### src/rtl/dcpm_params.svh
// Offsets, field positions, reset values and timing counts of the block
`ifndef DCPM_PARAMS_SVH
`define DCPM_PARAMS_SVH

// Register byte offsets
`define DCPM_OFS_GPO_CTRL   6'h00
`define DCPM_OFS_FLAG_RB    6'h04
`define DCPM_OFS_HOST_FEAT  6'h08
`define DCPM_OFS_PIN_DIR    6'h0c
`define DCPM_OFS_PM_CTRL    6'h10
`define DCPM_OFS_VID_DATA   6'h14
`define DCPM_OFS_VID_STAT   6'h18
`define DCPM_OFS_IDLE_CNT   6'h1c

// Output control field: activity pin level
`define DCPM_GPO_ACT_LVL    4
`define DCPM_GPO_ACT_AUX    5
// Host feature fields
`define DCPM_HF_HDIS_EN     4
`define DCPM_HF_CRUN_EN     5
// Pin direction fields (1 = output; for the refresh pin, 1 = status input)
`define DCPM_PD_REF_STAT    0
`define DCPM_PD_ACT_OUT     1
`define DCPM_PD_SUSP_OUT    2
`define DCPM_PD_STBY_OUT    3
// Power management control fields
`define DCPM_PM_SW_SUSP     0
`define DCPM_PM_STBY_REQ    1
`define DCPM_PM_FAST_REF    2
`define DCPM_PM_AUTO_STBY   3
// Flag readback fields
`define DCPM_FR_REF_PIN     0
`define DCPM_FR_STANDBY     1
`define DCPM_FR_SUSPEND     2
`define DCPM_FR_ACTIVITY    3
`define DCPM_FR_SELFTEST    4

// Reset values
`define DCPM_RST_GPO_CTRL   8'h00
`define DCPM_RST_HOST_FEAT  8'h00
`define DCPM_RST_PIN_DIR    8'h00
`define DCPM_RST_PM_CTRL    8'h00

// Timing
`define DCPM_CLK_HZ         200000000
`define DCPM_SLOW_REF_HZ    32768
`define DCPM_FAST_REF_HZ    14318180
// Fast reference edges per refresh tick, matching the slow rate
`define DCPM_FAST_DIV       (`DCPM_FAST_REF_HZ / `DCPM_SLOW_REF_HZ)
`define DCPM_IDLE_LIMIT     32'd200000000

`endif

### src/rtl/dcpm_pkg.sv
// Types shared by the power management and video port block
`default_nettype none
package dcpm_pkg;

  // One captured video port word
  typedef struct packed {
    logic       frame_sync;
    logic       line_sync;
    logic [7:0] chroma;
    logic [7:0] luma;
  } dcpm_pixel_t;

  // Bus slave handshake states
  typedef enum logic [0:0] {
    BUS_IDLE,
    BUS_ACK
  } dcpm_bus_state_t;

endpackage

`default_nettype wire

### src/rtl/dcpm_sync.sv
// Two flip-flop synchroniser for a group of pin inputs
`timescale 1ns/10ps
`default_nettype none

module dcpm_sync #(
  parameter int W = 1
) (
  input  wire logic         clk_i,
  input  wire logic         arst_n_i,
  input  wire logic [W-1:0] d_i,
  output logic      [W-1:0] q_o
);

  logic [W-1:0] meta_q;

  // First stage feeds only the second
  always_ff @(posedge clk_i or negedge arst_n_i) begin
    if (!arst_n_i) begin
      meta_q <= '0;
      q_o    <= '0;
    end else begin
      meta_q <= d_i;
      q_o    <= meta_q;
    end
  end

endmodule

`default_nettype wire

### src/rtl/dcpm_top.sv
// Power management, host control and video port pins of the controller
`timescale 1ns/10ps
`default_nettype none
`include "dcpm_params.svh"

module dcpm_top
  import dcpm_pkg::*;
#(
  parameter int          FAST_DIV   = `DCPM_FAST_DIV,
  parameter logic [31:0] IDLE_LIMIT = `DCPM_IDLE_LIMIT
) (
  // Clock and reset
  input  wire logic        CLK_I,
  input  wire logic        ARST_N_I,
  // Avalon-MM slave
  input  wire logic [5:0]  AVS_ADDRESS_I,
  input  wire logic        AVS_READ_I,
  input  wire logic        AVS_WRITE_I,
  input  wire logic [3:0]  AVS_BYTEENABLE_I,
  input  wire logic [31:0] AVS_WRITEDATA_I,
  output logic      [31:0] AVS_READDATA_O,
  output logic             AVS_WAITREQUEST_O,
  // Power management pins
  input  wire logic        SUSPEND_PIN_I,
  output logic             SUSPEND_PIN_O,
  output logic             SUSPEND_PIN_OE_O,
  input  wire logic        ACTIVITY_PIN_I,
  output logic             ACTIVITY_PIN_O,
  output logic             ACTIVITY_PIN_OE_O,
  input  wire logic        STANDBY_FLAG_PIN_I,
  output logic             STANDBY_FLAG_PIN_O,
  output logic             STANDBY_FLAG_PIN_OE_O,
  input  wire logic        SLOW_REFRESH_REF_IN_I,
  input  wire logic        FAST_REF_I,
  output logic             REFRESH_TICK_O,
  output logic             SUSPEND_STATE_O,
  // Host control pins
  input  wire logic        CLKRUN_N_I,
  output logic             CLKRUN_N_O,
  output logic             CLKRUN_N_OE_O,
  input  wire logic        HOST_ACCESS_DISABLE_I,
  input  wire logic        MEM_SELFTEST_N_I,
  output logic             MEM_TEST_MODE_O,
  // Video port
  input  wire logic        VID_PCLK_I,
  input  wire logic [7:0]  CHROMA_IN_I,
  input  wire logic [7:0]  LUMA_IN_I,
  input  wire logic        LINE_SYNC_IN_I,
  input  wire logic        FRAME_SYNC_IN_I,
  output dcpm_pixel_t      VID_PIXEL_O,
  output logic             VID_PIXEL_VALID_O
);

  // Synchronised pin levels
  logic        act_s;
  logic        susp_s;
  logic        stby_s;
  logic        slow_s;
  logic        fast_s;
  logic        crun_s;
  logic        hdis_s;
  logic        mem_selftest_n_s;
  logic        pclk_s;
  dcpm_pixel_t pix_s;

  // Registers
  logic [7:0]      gpo_control_reg_q;
  logic [7:0]      host_feature_reg_q;
  logic [7:0]      pin_direction_reg_q;
  logic [7:0]      pm_control_reg_q;
  logic [31:0]     idle_cnt_q;
  logic            idle_expired_q;
  dcpm_pixel_t     vid_word_q;
  logic            vid_valid_q;
  logic [15:0]     frame_cnt_q;
  logic            slow_prev_q;
  logic            fast_prev_q;
  logic            pclk_prev_q;
  logic            frame_prev_q;
  logic [15:0]     fast_div_q;
  dcpm_bus_state_t bus_state_q;
  dcpm_bus_state_t bus_state_d;

  // Derived conditions
  logic hw_suspend;
  logic suspend_on;
  logic standby_on;
  logic host_block;
  logic bus_req;
  logic bus_commit;
  logic wr_en;
  logic rd_clr;
  logic pclk_rise;
  logic work_pending;

  // Control pins, each through two flip-flops
  dcpm_sync #(
    .W (9)
  ) u_sync_ctl (
    .clk_i    (CLK_I),
    .arst_n_i (ARST_N_I),
    .d_i      ({ACTIVITY_PIN_I, SUSPEND_PIN_I, STANDBY_FLAG_PIN_I,
                SLOW_REFRESH_REF_IN_I, FAST_REF_I, CLKRUN_N_I,
                HOST_ACCESS_DISABLE_I, MEM_SELFTEST_N_I, VID_PCLK_I}),
    .q_o      ({act_s, susp_s, stby_s, slow_s, fast_s, crun_s,
                hdis_s, mem_selftest_n_s, pclk_s})
  );

  // Video data crosses alongside its clock, so it is stable at the rise
  dcpm_sync #(
    .W ($bits(dcpm_pixel_t))
  ) u_sync_vid (
    .clk_i    (CLK_I),
    .arst_n_i (ARST_N_I),
    .d_i      ({FRAME_SYNC_IN_I, LINE_SYNC_IN_I, CHROMA_IN_I, LUMA_IN_I}),
    .q_o      (pix_s)
  );

  // Register address match on the word index
  function automatic logic hit(input logic [5:0] a, input logic [5:0] ofs);
    hit = (a[5:2] == ofs[5:2]);
  endfunction

  // Power state
  assign hw_suspend = !pin_direction_reg_q[`DCPM_PD_SUSP_OUT] && susp_s;
  assign suspend_on = hw_suspend || pm_control_reg_q[`DCPM_PM_SW_SUSP];
  assign standby_on = pm_control_reg_q[`DCPM_PM_STBY_REQ] || idle_expired_q;

  // Host accesses are answered but have no effect while blocked
  assign host_block = (host_feature_reg_q[`DCPM_HF_HDIS_EN] && hdis_s)
                      || hw_suspend;
  assign bus_req    = AVS_READ_I || AVS_WRITE_I;
  assign bus_commit = (bus_state_q == BUS_ACK) && bus_req;
  assign wr_en      = bus_commit && AVS_WRITE_I && AVS_BYTEENABLE_I[0]
                      && !host_block;
  assign rd_clr     = bus_commit && AVS_READ_I && !host_block
                      && hit(AVS_ADDRESS_I, `DCPM_OFS_VID_DATA);

  // Bus handshake: one wait cycle, then the answer
  always_comb begin
    bus_state_d = bus_state_q;
    case (bus_state_q)
      BUS_IDLE: begin
        if (bus_req) begin
          bus_state_d = BUS_ACK;
        end
      end
      BUS_ACK: bus_state_d = BUS_IDLE;
      default: bus_state_d = BUS_IDLE;
    endcase
  end

  always_ff @(posedge CLK_I or negedge ARST_N_I) begin
    if (!ARST_N_I) begin
      bus_state_q       <= BUS_IDLE;
      AVS_WAITREQUEST_O <= 1'b1;
    end else begin
      bus_state_q       <= bus_state_d;
      AVS_WAITREQUEST_O <= !(bus_state_d == BUS_ACK);
    end
  end

  // Read data, loaded on the same edge that waitrequest drops
  always_ff @(posedge CLK_I or negedge ARST_N_I) begin
    if (!ARST_N_I) begin
      AVS_READDATA_O <= 32'h0000_0000;
    end else if (bus_state_q == BUS_IDLE && AVS_READ_I) begin
      AVS_READDATA_O <= 32'h0000_0000;
      if (!host_block) begin
        if (hit(AVS_ADDRESS_I, `DCPM_OFS_GPO_CTRL)) begin
          AVS_READDATA_O[7:0] <= gpo_control_reg_q;
        end
        if (hit(AVS_ADDRESS_I, `DCPM_OFS_FLAG_RB)) begin
          AVS_READDATA_O[`DCPM_FR_REF_PIN]  <= slow_s;
          AVS_READDATA_O[`DCPM_FR_STANDBY]  <= standby_on;
          AVS_READDATA_O[`DCPM_FR_SUSPEND]  <= suspend_on;
          AVS_READDATA_O[`DCPM_FR_ACTIVITY] <= act_s;
          AVS_READDATA_O[`DCPM_FR_SELFTEST] <= !mem_selftest_n_s;
        end
        if (hit(AVS_ADDRESS_I, `DCPM_OFS_HOST_FEAT)) begin
          AVS_READDATA_O[7:0] <= host_feature_reg_q;
        end
        if (hit(AVS_ADDRESS_I, `DCPM_OFS_PIN_DIR)) begin
          AVS_READDATA_O[7:0] <= pin_direction_reg_q;
        end
        if (hit(AVS_ADDRESS_I, `DCPM_OFS_PM_CTRL)) begin
          AVS_READDATA_O[7:0] <= pm_control_reg_q;
        end
        if (hit(AVS_ADDRESS_I, `DCPM_OFS_VID_DATA)) begin
          AVS_READDATA_O[17:0] <= vid_word_q;
        end
        if (hit(AVS_ADDRESS_I, `DCPM_OFS_VID_STAT)) begin
          AVS_READDATA_O[0]     <= vid_valid_q;
          AVS_READDATA_O[31:16] <= frame_cnt_q;
        end
        if (hit(AVS_ADDRESS_I, `DCPM_OFS_IDLE_CNT)) begin
          AVS_READDATA_O <= idle_cnt_q;
        end
      end
    end
  end

  // Software writable registers, low byte lane only
  always_ff @(posedge CLK_I or negedge ARST_N_I) begin
    if (!ARST_N_I) begin
      gpo_control_reg_q   <= `DCPM_RST_GPO_CTRL;
      host_feature_reg_q  <= `DCPM_RST_HOST_FEAT;
      pin_direction_reg_q <= `DCPM_RST_PIN_DIR;
      pm_control_reg_q    <= `DCPM_RST_PM_CTRL;
    end else if (wr_en) begin
      if (hit(AVS_ADDRESS_I, `DCPM_OFS_GPO_CTRL)) begin
        gpo_control_reg_q <= AVS_WRITEDATA_I[7:0];
      end
      if (hit(AVS_ADDRESS_I, `DCPM_OFS_HOST_FEAT)) begin
        host_feature_reg_q <= AVS_WRITEDATA_I[7:0];
      end
      if (hit(AVS_ADDRESS_I, `DCPM_OFS_PIN_DIR)) begin
        pin_direction_reg_q <= AVS_WRITEDATA_I[7:0];
      end
      if (hit(AVS_ADDRESS_I, `DCPM_OFS_PM_CTRL)) begin
        pm_control_reg_q <= AVS_WRITEDATA_I[7:0];
      end
    end
  end

  // Idle timer; activity restarts it, hardware suspend masks the activity input
  always_ff @(posedge CLK_I or negedge ARST_N_I) begin
    if (!ARST_N_I) begin
      idle_cnt_q     <= 32'h0000_0000;
      idle_expired_q <= 1'b0;
    end else if (!pin_direction_reg_q[`DCPM_PD_ACT_OUT] && act_s
                 && !hw_suspend) begin
      idle_cnt_q     <= 32'h0000_0000;
      idle_expired_q <= 1'b0;
    end else if (idle_cnt_q >= IDLE_LIMIT) begin
      idle_expired_q <= pm_control_reg_q[`DCPM_PM_AUTO_STBY];
    end else begin
      idle_cnt_q     <= idle_cnt_q + 32'h0000_0001;
      idle_expired_q <= 1'b0;
    end
  end

  // Refresh ticks in standby and suspend from the selected reference
  always_ff @(posedge CLK_I or negedge ARST_N_I) begin
    if (!ARST_N_I) begin
      slow_prev_q    <= 1'b0;
      fast_prev_q    <= 1'b0;
      fast_div_q     <= 16'h0000;
      REFRESH_TICK_O <= 1'b0;
    end else begin
      slow_prev_q    <= slow_s;
      fast_prev_q    <= fast_s;
      REFRESH_TICK_O <= 1'b0;
      if (pm_control_reg_q[`DCPM_PM_FAST_REF]) begin
        if (fast_s && !fast_prev_q) begin
          if (fast_div_q >= 16'(FAST_DIV - 1)) begin
            fast_div_q     <= 16'h0000;
            REFRESH_TICK_O <= standby_on || suspend_on;
          end else begin
            fast_div_q <= fast_div_q + 16'h0001;
          end
        end
      end else if (!pin_direction_reg_q[`DCPM_PD_REF_STAT]) begin
        // A pin used as status input gives no refresh timing
        REFRESH_TICK_O <= slow_s && !slow_prev_q
                          && (standby_on || suspend_on);
      end
    end
  end

  // Power management pins
  always_ff @(posedge CLK_I or negedge ARST_N_I) begin
    if (!ARST_N_I) begin
      SUSPEND_PIN_O         <= 1'b0;
      SUSPEND_PIN_OE_O      <= 1'b0;
      ACTIVITY_PIN_O        <= 1'b0;
      ACTIVITY_PIN_OE_O     <= 1'b0;
      STANDBY_FLAG_PIN_O    <= 1'b0;
      STANDBY_FLAG_PIN_OE_O <= 1'b0;
      SUSPEND_STATE_O       <= 1'b0;
    end else begin
      SUSPEND_PIN_OE_O      <= pin_direction_reg_q[`DCPM_PD_SUSP_OUT];
      SUSPEND_PIN_O         <= pm_control_reg_q[`DCPM_PM_SW_SUSP];
      ACTIVITY_PIN_OE_O     <= pin_direction_reg_q[`DCPM_PD_ACT_OUT];
      ACTIVITY_PIN_O        <= gpo_control_reg_q[`DCPM_GPO_ACT_LVL]
                               ^ gpo_control_reg_q[`DCPM_GPO_ACT_AUX];
      STANDBY_FLAG_PIN_OE_O <= pin_direction_reg_q[`DCPM_PD_STBY_OUT];
      STANDBY_FLAG_PIN_O    <= standby_on;
      SUSPEND_STATE_O       <= suspend_on;
    end
  end

  // Clock-run: open drain, only ever pulls low
  assign work_pending = vid_valid_q || bus_req;

  always_ff @(posedge CLK_I or negedge ARST_N_I) begin
    if (!ARST_N_I) begin
      CLKRUN_N_O    <= 1'b0;
      CLKRUN_N_OE_O <= 1'b0;
    end else begin
      CLKRUN_N_O    <= 1'b0;
      CLKRUN_N_OE_O <= host_feature_reg_q[`DCPM_HF_CRUN_EN]
                       && crun_s && work_pending;
    end
  end

  // Self-test strap level, active low at the pin
  always_ff @(posedge CLK_I or negedge ARST_N_I) begin
    if (!ARST_N_I) begin
      MEM_TEST_MODE_O <= 1'b0;
    end else begin
      MEM_TEST_MODE_O <= !mem_selftest_n_s;
    end
  end

  // Pixel clock rise found in the system clock domain
  assign pclk_rise = pclk_s && !pclk_prev_q;

  // Video capture during display time; suspend disables the port
  always_ff @(posedge CLK_I or negedge ARST_N_I) begin
    if (!ARST_N_I) begin
      pclk_prev_q       <= 1'b0;
      frame_prev_q      <= 1'b0;
      vid_word_q        <= '0;
      vid_valid_q       <= 1'b0;
      frame_cnt_q       <= 16'h0000;
      VID_PIXEL_O       <= '0;
      VID_PIXEL_VALID_O <= 1'b0;
    end else begin
      pclk_prev_q       <= pclk_s;
      VID_PIXEL_VALID_O <= 1'b0;
      if (pclk_rise && !suspend_on) begin
        frame_prev_q <= pix_s.frame_sync;
        if (pix_s.frame_sync && !frame_prev_q) begin
          frame_cnt_q <= frame_cnt_q + 16'h0001;
        end
        if (pix_s.line_sync) begin
          vid_word_q        <= pix_s;
          VID_PIXEL_O       <= pix_s;
          VID_PIXEL_VALID_O <= 1'b1;
        end
      end
      // A new word wins over a read that clears the flag
      if (pclk_rise && !suspend_on && pix_s.line_sync) begin
        vid_valid_q <= 1'b1;
      end else if (rd_clr) begin
        vid_valid_q <= 1'b0;
      end
    end
  end

endmodule

`default_nettype wire

### config.mk
export PLATFORM = sky130hd
export DESIGN_NAME = dcpm_top
export DESIGN_NICKNAME = d
export VERILOG_FILES = /design/src/rtl/dcpm_pkg.sv /design/src/rtl/dcpm_sync.sv /design/src/rtl/dcpm_top.sv
export VERILOG_INCLUDE_DIRS = /design/src /design/src/rtl
export SDC_FILE = /design/constraint.sdc
export NUM_CORES = 1
export LEC_CHECK = 0
export ABC_AREA = 1
export BUFFER_PORTS_ARGS = -buffer_cell sky130_fd_sc_hd__buf_2
export CAP_MARGIN = 5
export CORE_MARGIN = 3
export CORE_UTILIZATION = 55
export DETAILED_ROUTE_END_ITERATION = 10
export HOLD_SLACK_MARGIN = 0.1
export PLACE_DENSITY = 0.77
export SLEW_MARGIN = 20
export SYNTH_ARGS = -nofsm -noshare
export SYNTH_HDL_FRONTEND = slang
export SYNTH_SLANG_ARGS = --single-unit
### constraint.sdc
create_clock -name CLK_I -period 2.2 [get_ports CLK_I]
set_input_delay 0.22 -clock CLK_I [delete_from_list [all_inputs] [get_ports CLK_I]]
set_output_delay 0.22 -clock CLK_I [all_outputs]
set_load 0.01 [all_outputs]
After elaboration in Yosys (flattened, before gate mapping)
Index checks and enable logic that the tools add are counted.
{ "word_totals": {"input_bits": 73, "out_inout_bits": 63, "register_bits": 219, "wordCells": 122} }
{ "op_classes": {"reduce_logical": 47, "muxes": 25, "order_cmp": 2, "eq_ne": 8, "add_sub_neg": 3, "n_bitwise": 2} }
{ "op_table": {"columns": ["cell", "n"], "rows": [
  ["$mux 32", 4],
  ["$add 16x1->16 const B", 2],
  ["$add 32x1->32 const B", 1],
  ["$ge 32x28->1 const B", 1],
  ["$mux 16", 2],
  ["$mux 8", 4],
  ["$logic_and 1x1->1", 21],
  ["$mux 18", 1],
  ["$eq 4x3->1 const B", 4],
  ["$ge 16x9->1 const B", 1],
  ["$reduce_and 2->1", 7],
  ["$mux 1", 12],
  ["$logic_not 1->1", 11],
  ["$eq 4x2->1 const B", 2],
  ["$logic_or 1x1->1", 6],
  ["$mux 5", 1],
  ["$eq 4x1->1 const B", 1],
  ["$logic_not 4->1", 1],
  ["$ne 2x2->1 const B", 1],
  ["$pmux 1 s2", 1],
  ["$reduce_bool 2->1", 1],
  ["$not 1->1", 1],
  ["$xor 1x1->1", 1]
]} }

Depth between registers and ports, before layout
{ "logic_depth": {"depth_word": 11, "mapped_depth": 11, "depth_no_buf": 11} }

Modules after synthesis
A second synthesis with hierarchy kept.
{ "hier_totals": {"cells_unflattened": 1114, "area_unflattened_um2": 9614.2} }
{ "by_module_without_submodules": {"columns": ["mod", "cells_per_inst", "area_per_inst_um2", "instances", "seq_area_each_um2"], "rows": [
  ["dcpm_top", 1060, 8262.9, 1, 4130.2],
  ["dcpm_sync at u_sync_vid", 36, 900.9, 1, 900.9],
  ["dcpm_sync at u_sync_ctl", 18, 450.4, 1, 450.4]
]} }

Least setup slack after synthesis
Ideal clock, no wire load.
{ "synth_path": {"kind": "register -> register", "startpoint": "register idle_cnt_q[0]", "endpoint": "register idle_cnt_q[14]", "setup_ps": 117, "slack_ps": 668, "path_stages_with_launch": 10, "n_path_buf": 0, "t_arrival_ps": 1415, "required_ps": 2083, "synth_period_minus_slack_ps": 1532, "cell_sequence": "dfrtp_1 > ha_1 > nand3_1 > nor2_1 > inv_1 > nor2_1 > xnor2_1 > nor2_1 > nand2_1 > nand2_1"} }
{ "synth_via": {"elab_chain_len": 3, "word_cells_on_any_way": 5, "cone_classes": "add/sub (1); order compare (1); eq/ne (1); mux (2)"} }
{ "synth_rtl": {"columns": ["element", "line", "rtl"], "rows": [
  ["from (decl)", "dcpm_top.sv:71", "logic [31:0] idle_cnt_q;"],
  ["from (signal assigned)", "dcpm_top.sv:238", "idle_cnt_q <= idle_cnt_q + 32'h0000_0001;"],
  ["$add 32x1->32", "dcpm_top.sv:238", null],
  ["$mux 32", "dcpm_top.sv:235", "end else if (idle_cnt_q >= IDLE_LIMIT) begin"],
  ["$mux 32", "dcpm_top.sv:231", "end else if (!pin_direction_reg_q[`DCPM_PD_ACT_OUT] && act_s"]
]} }
Several ways; a longest one is shown, not always the timed one. The select of a mux whose other input is x is not followed.
A chain may end at the register's enable or synchronous reset.

Final worst setup path
{ "layout_path": {"startpoint": "register pin_direction_reg_q[2]", "endpoint": "register AVS_READDATA_O[16]"} }
{ "layout_via": {"elab_chain_len": 4} }
{ "layout_rtl": {"columns": ["element", "line", "rtl"], "rows": [
  ["from (decl)", "dcpm_top.sv:69", "logic [7:0] pin_direction_reg_q;"],
  ["from (signal assigned)", "dcpm_top.sv:208", "pin_direction_reg_q <= `DCPM_RST_PIN_DIR;"],
  ["from (signal assigned)", "dcpm_top.sv:218", "pin_direction_reg_q <= AVS_WRITEDATA_I[7:0];"],
  ["$logic_not 1->1", "dcpm_top.sv:125", "assign hw_suspend = !pin_direction_reg_q[`DCPM_PD_SUSP_OUT] && susp_s;"],
  ["$logic_and 1x1->1", "dcpm_top.sv:125", null],
  ["$logic_or 1x1->1", "dcpm_top.sv:130", "assign host_block = (host_feature_reg_q[`DCPM_HF_HDIS_EN] && hdis_s)"],
  ["$mux 32", "dcpm_top.sv:169", "if (!host_block) begin"],
  ["to (signal, indexed assignment)", "dcpm_top.sv:174", "AVS_READDATA_O[`DCPM_FR_REF_PIN] <= slow_s;"],
  ["to (signal, indexed assignment)", "dcpm_top.sv:175", "AVS_READDATA_O[`DCPM_FR_STANDBY] <= standby_on;"],
  ["to (signal, indexed assignment)", "dcpm_top.sv:176", "AVS_READDATA_O[`DCPM_FR_SUSPEND] <= suspend_on;"],
  ["to (decl)", "dcpm_top.sv:21", "output logic [31:0] AVS_READDATA_O,"]
]} }
Every way passes these cells.

==> Flow_metrics.wiki <==
{| class="wikitable"
! Metric !! Value
|-
| Area Growth Syn to Fin || 20.49%
|-
| Endpoint of the worst-slack reg-to-reg timing path || AVS_READDATA_O[16]$_DFFE_PN0P_
|-
| Max stage delay on crit path || 0.43 ns
|-
| Worst path arrival time || ~2.4 ns
|-
| Vias/cell || 5.302
|-
| Largest cells by area after synthesis || sky130_fd_sc_hd__dfrtp_1 58%, sky130_fd_sc_hd__nand2_1 13%, sky130_fd_sc_hd__nor2_1 4.9%
|-
| Placer's final routability congestion estimate || about 0.96
|-
| Fin crit period || about 1.9 ns
|-
| Synth Warn # || 0
|-
| Die Y || around 140 µm
|-
| Core area || 0.01623 mm²
|-
| Setup WS post-layout || roughly 0.29 ns
|-
| Rel. slew slack || 0.6095
|-
| Wire length per cell || 15.59 µm
|-
| Clock tree from TritonCTS || built
|-
| Via Count || 7715
|-
| Data required time of the worst path || 2.63 ns
|-
| Final sum of negative setup slack || 0 ns
|-
| Pwr Density || 820.0 mW/mm²
|-
| Wire length of the first global-routing pass || ~37 mm
|-
| Post-route fraction of the period consumed by the critical path || 0.8701
|-
| Max-cap check violation count || 0
|-
| Leading area contributor after synthesis || sky130_fd_sc_hd__dfrtp_1
|-
| Startpoint types || flop
|-
| Die area || 0.01855 mm²
|-
| Share of Yosys cell area claimed by the top area cell type || 0.5797
|-
| Maximum fanout count along the critical path || 23
|-
| Ant diodes || 0
|-
| Portion of the post-synthesis area used by sequential elements || 0.5825
|-
| Class of the worst hold path || in -> async
|-
| Maximum count of clock buffers along a single path || 3
|-
| Aggregate routed wire length || 22.68 mm
|-
| Number of DRC markers after the initial detailed-route iteration || 680
|-
| Post-place setup slack || around 0.38 ns
|-
| Endpoint kind of the worst setup timing path || flop
|-
| Number of nets in the final layout || 1300
|-
| Run status || completed
|-
| DR pass1 iterations || 5
|-
| Worst slack on hold paths || 0.2391 ns
|-
| Crit path cell chain || inv_2 > nand2_2 > nand2_1 > inv_1 > nand3_2 > inv_2 > o221ai_1 > nand2_1
|-
| Slack of the worst reg-to-reg path || 0.29 ns
|-
| Number of hold-slack violations in the final timing report || 0
|-
| Pin count of the biggest net entering global routing || 72
|-
| Slew @ Worst Pin || 0.5814 ns
|-
| Htree depth || 1
|-
| Clock root buffer || sky130_fd_sc_hd__clkbuf_16
|-
| Clock-pin slew on the worst setup and hold paths || 0.06 ns
|-
| Leading cell types in the layout, fill and taps excluded || 332 x sky130_fd_sc_hd__nand2_1, 216 x sky130_fd_sc_hd__dfrtp_1, 121 x sky130_fd_sc_hd__nor2_1
|-
| Timing-limited maximum frequency || 0.5224 GHz
|-
| Post-synth design cell area || 0.009324 mm²
|-
| Clock sink count || 217
|-
| Initial Utilization || 0.5745
|-
| Leakage || around 5.5 nW
|-
| Inserted Clock Buffers || 23
|-
| Average instance area after synthesis || 8.698 µm²
|-
| Cells after synthesis || around 1100
|-
| Crit path kind || reg -> reg
|-
| Yosys cell types || 32
|-
| Highest-delay cell along the critical path || sky130_fd_sc_hd__inv_2
|-
| Std-Cell Rows || 46
|-
| Tot GR Track Use || 0.2537
|-
| Largest vdd supply drop || 0.0007287 V
|-
| DP HPWL || 15.33 mm
|-
| Worst Clk Skew || 0.02078 ns
|-
| Clock Latency Late Sink || 0.52 ns
|-
| Ratio of cells with drive above 1 in the final layout || 0.1421
|-
| Filler cell count || between 1000 and 1500
|-
| Vias in the first global route || 7460
|-
| Unrepaired setup endpoints after global routing || false
|-
| Max-slew violation total from the final report || 0
|-
| Number of register bits inferred by synthesis || roughly 220
|-
| Startpoint of the lowest-slack register-to-register path || pin_direction_reg_q[2]$_DFFE_PN0P_
|-
| Number of cells on the worst reg-to-reg path || 8
|-
| Count of unresolved DRC violations after routing || 0
|-
| Net Count, Synth || 1149
|-
| Number of antenna violations at the first check in global routing || 0
|-
| I/O pin total || 136
|-
| Count of port buffers added during placement || roughly 100
|-
| Setup Viol. Count Final || 0
|-
| Most common cell after layout, fill and taps aside || sky130_fd_sc_hd__nand2_1
|-
| Antenna Nets Post-Route || 0
|-
| Floorplan die width || 136.2 µm
|-
| Sum of overflow across all layers after global routing || 0
|}
==> area by class of cell <==
class                           count  area (µm²)  share of cell area
Clock inverter                      6       72.57            0.006460
Tap cell                          216       270.3             0.02406
Multi-Input combinational cell    725        3373              0.3003
Timing Repair Buffer              156        1041             0.09266
Clock buffer                       35       670.6             0.05969
Inverter                          100       375.4             0.03341
Sequential cell                   217        5431              0.4835
==> per-layer routing <==
metal | global-route usage | share of wire
met1 | 0.3643 | 0.43
met2 | 0.4119 | 0.49
met3 | 0.03849 | 0.060
met4 | 0.06103 | 0.020
met5 | 0 | 0
==> critical path: cells and delay by family, from the launching register on <==
kind            cells  cell delay (ns)
compound gates      1             0.31
buf+inv             3             0.59
flops               1             0.41
simple gates        4             0.54
==> synth_stat cells (all sizes together) <==
library cell	count
a21oi	33
a22o	10
a32o	10
buf	19
clkbuf	11
clkinv	1
conb	1
dfrtp	216
dfstp	1
ha	4
inv	99
nand2	337
nand3	53
nand3b	2
nand4	7
nor2	125
nor3	19
nor3b	1
nor4	1
o21ai	91
o221ai	1
o22ai	1
xnor2	3
xor2	26
==> worst max-delay path by stage <==
stage / startpoint / endpoint / slack, ns / cells past startpoint
finish: pin_direction_reg_q[2]$_DFFE_PN0P_ / AVS_READDATA_O[16]$_DFFE_PN0P_ / 0.29 / 8
global placement: pin_direction_reg_q[2]$_DFFE_PN0P_ / AVS_READDATA_O[16]$_DFFE_PN0P_ / 0.43 / 8
detailed placement: pin_direction_reg_q[2]$_DFFE_PN0P_ / AVS_READDATA_O[23]$_DFFE_PN0P_ / 0.38 / 8
global route: idle_cnt_q[0]$_DFFE_PN0P_ / idle_cnt_q[25]$_DFFE_PN0P_ / 0.18 / 10
CTS: pin_direction_reg_q[2]$_DFFE_PN0P_ / AVS_READDATA_O[23]$_DFFE_PN0P_ / 0.32 / 8
floorplan: idle_cnt_q[0]$_DFFE_PN0P_ / idle_cnt_q[14]$_DFFE_PN0P_ / 0.67 / 9
==> logic make-up after synthesis <==
logic type               synth area share
other                           0.0004022
adder cells (fa/ha/maj)          0.005368
AND/OR/NAND/NOR                    0.2405
flip-flops                         0.5825
AO/OA/AOI/OAI                     0.08830
buffers and inverters             0.05569
XOR/XNOR                          0.02724
==> report_power, final <==
| group | switching [mW] | internal, mW |
|---|---|---|
| sequential | 0.235 | 4.28 |
| combinational | 0.574 | 0.342 |
| clock | 1.55 | 2.23 |
==> timing repair <==
item / in CTS / in global routing
buffers inserted: 0 / 0
hold buffers: 38 / 0
endpoints found under the hold margin: 128 / 0
resized for setup: 0 / 0
==> state kept, by name (all words and copies together) (netlist names), 8 cells and up <==
register,cells
u_sync_ctl.q_o,8
u_sync_vid.meta_q,18
pm_control_reg_q,8
vid_word_q,18
idle_cnt_q,32
fast_div_q,16
AVS_READDATA_O,32
u_sync_vid.q_o,18
pin_direction_reg_q,8
host_feature_reg_q,8
frame_cnt_q,16
u_sync_ctl.meta_q,8
gpo_control_reg_q,8
==> per-stage QoR <==
stage	util	cell area [µm²]	cells	total power [mW]
floorplan	-	9324	1072	4.995
detailed placement	0.6230	10110	1376	5.425
finish	0.6922	11230	1455	9.213
CTS	0.6922	11230	1455	9.263
global placement	0.6230	10110	1376	5.383
global route	0.6922	11230	1455	9.589
No activity file was read; power rests on OpenSTA's default activity.
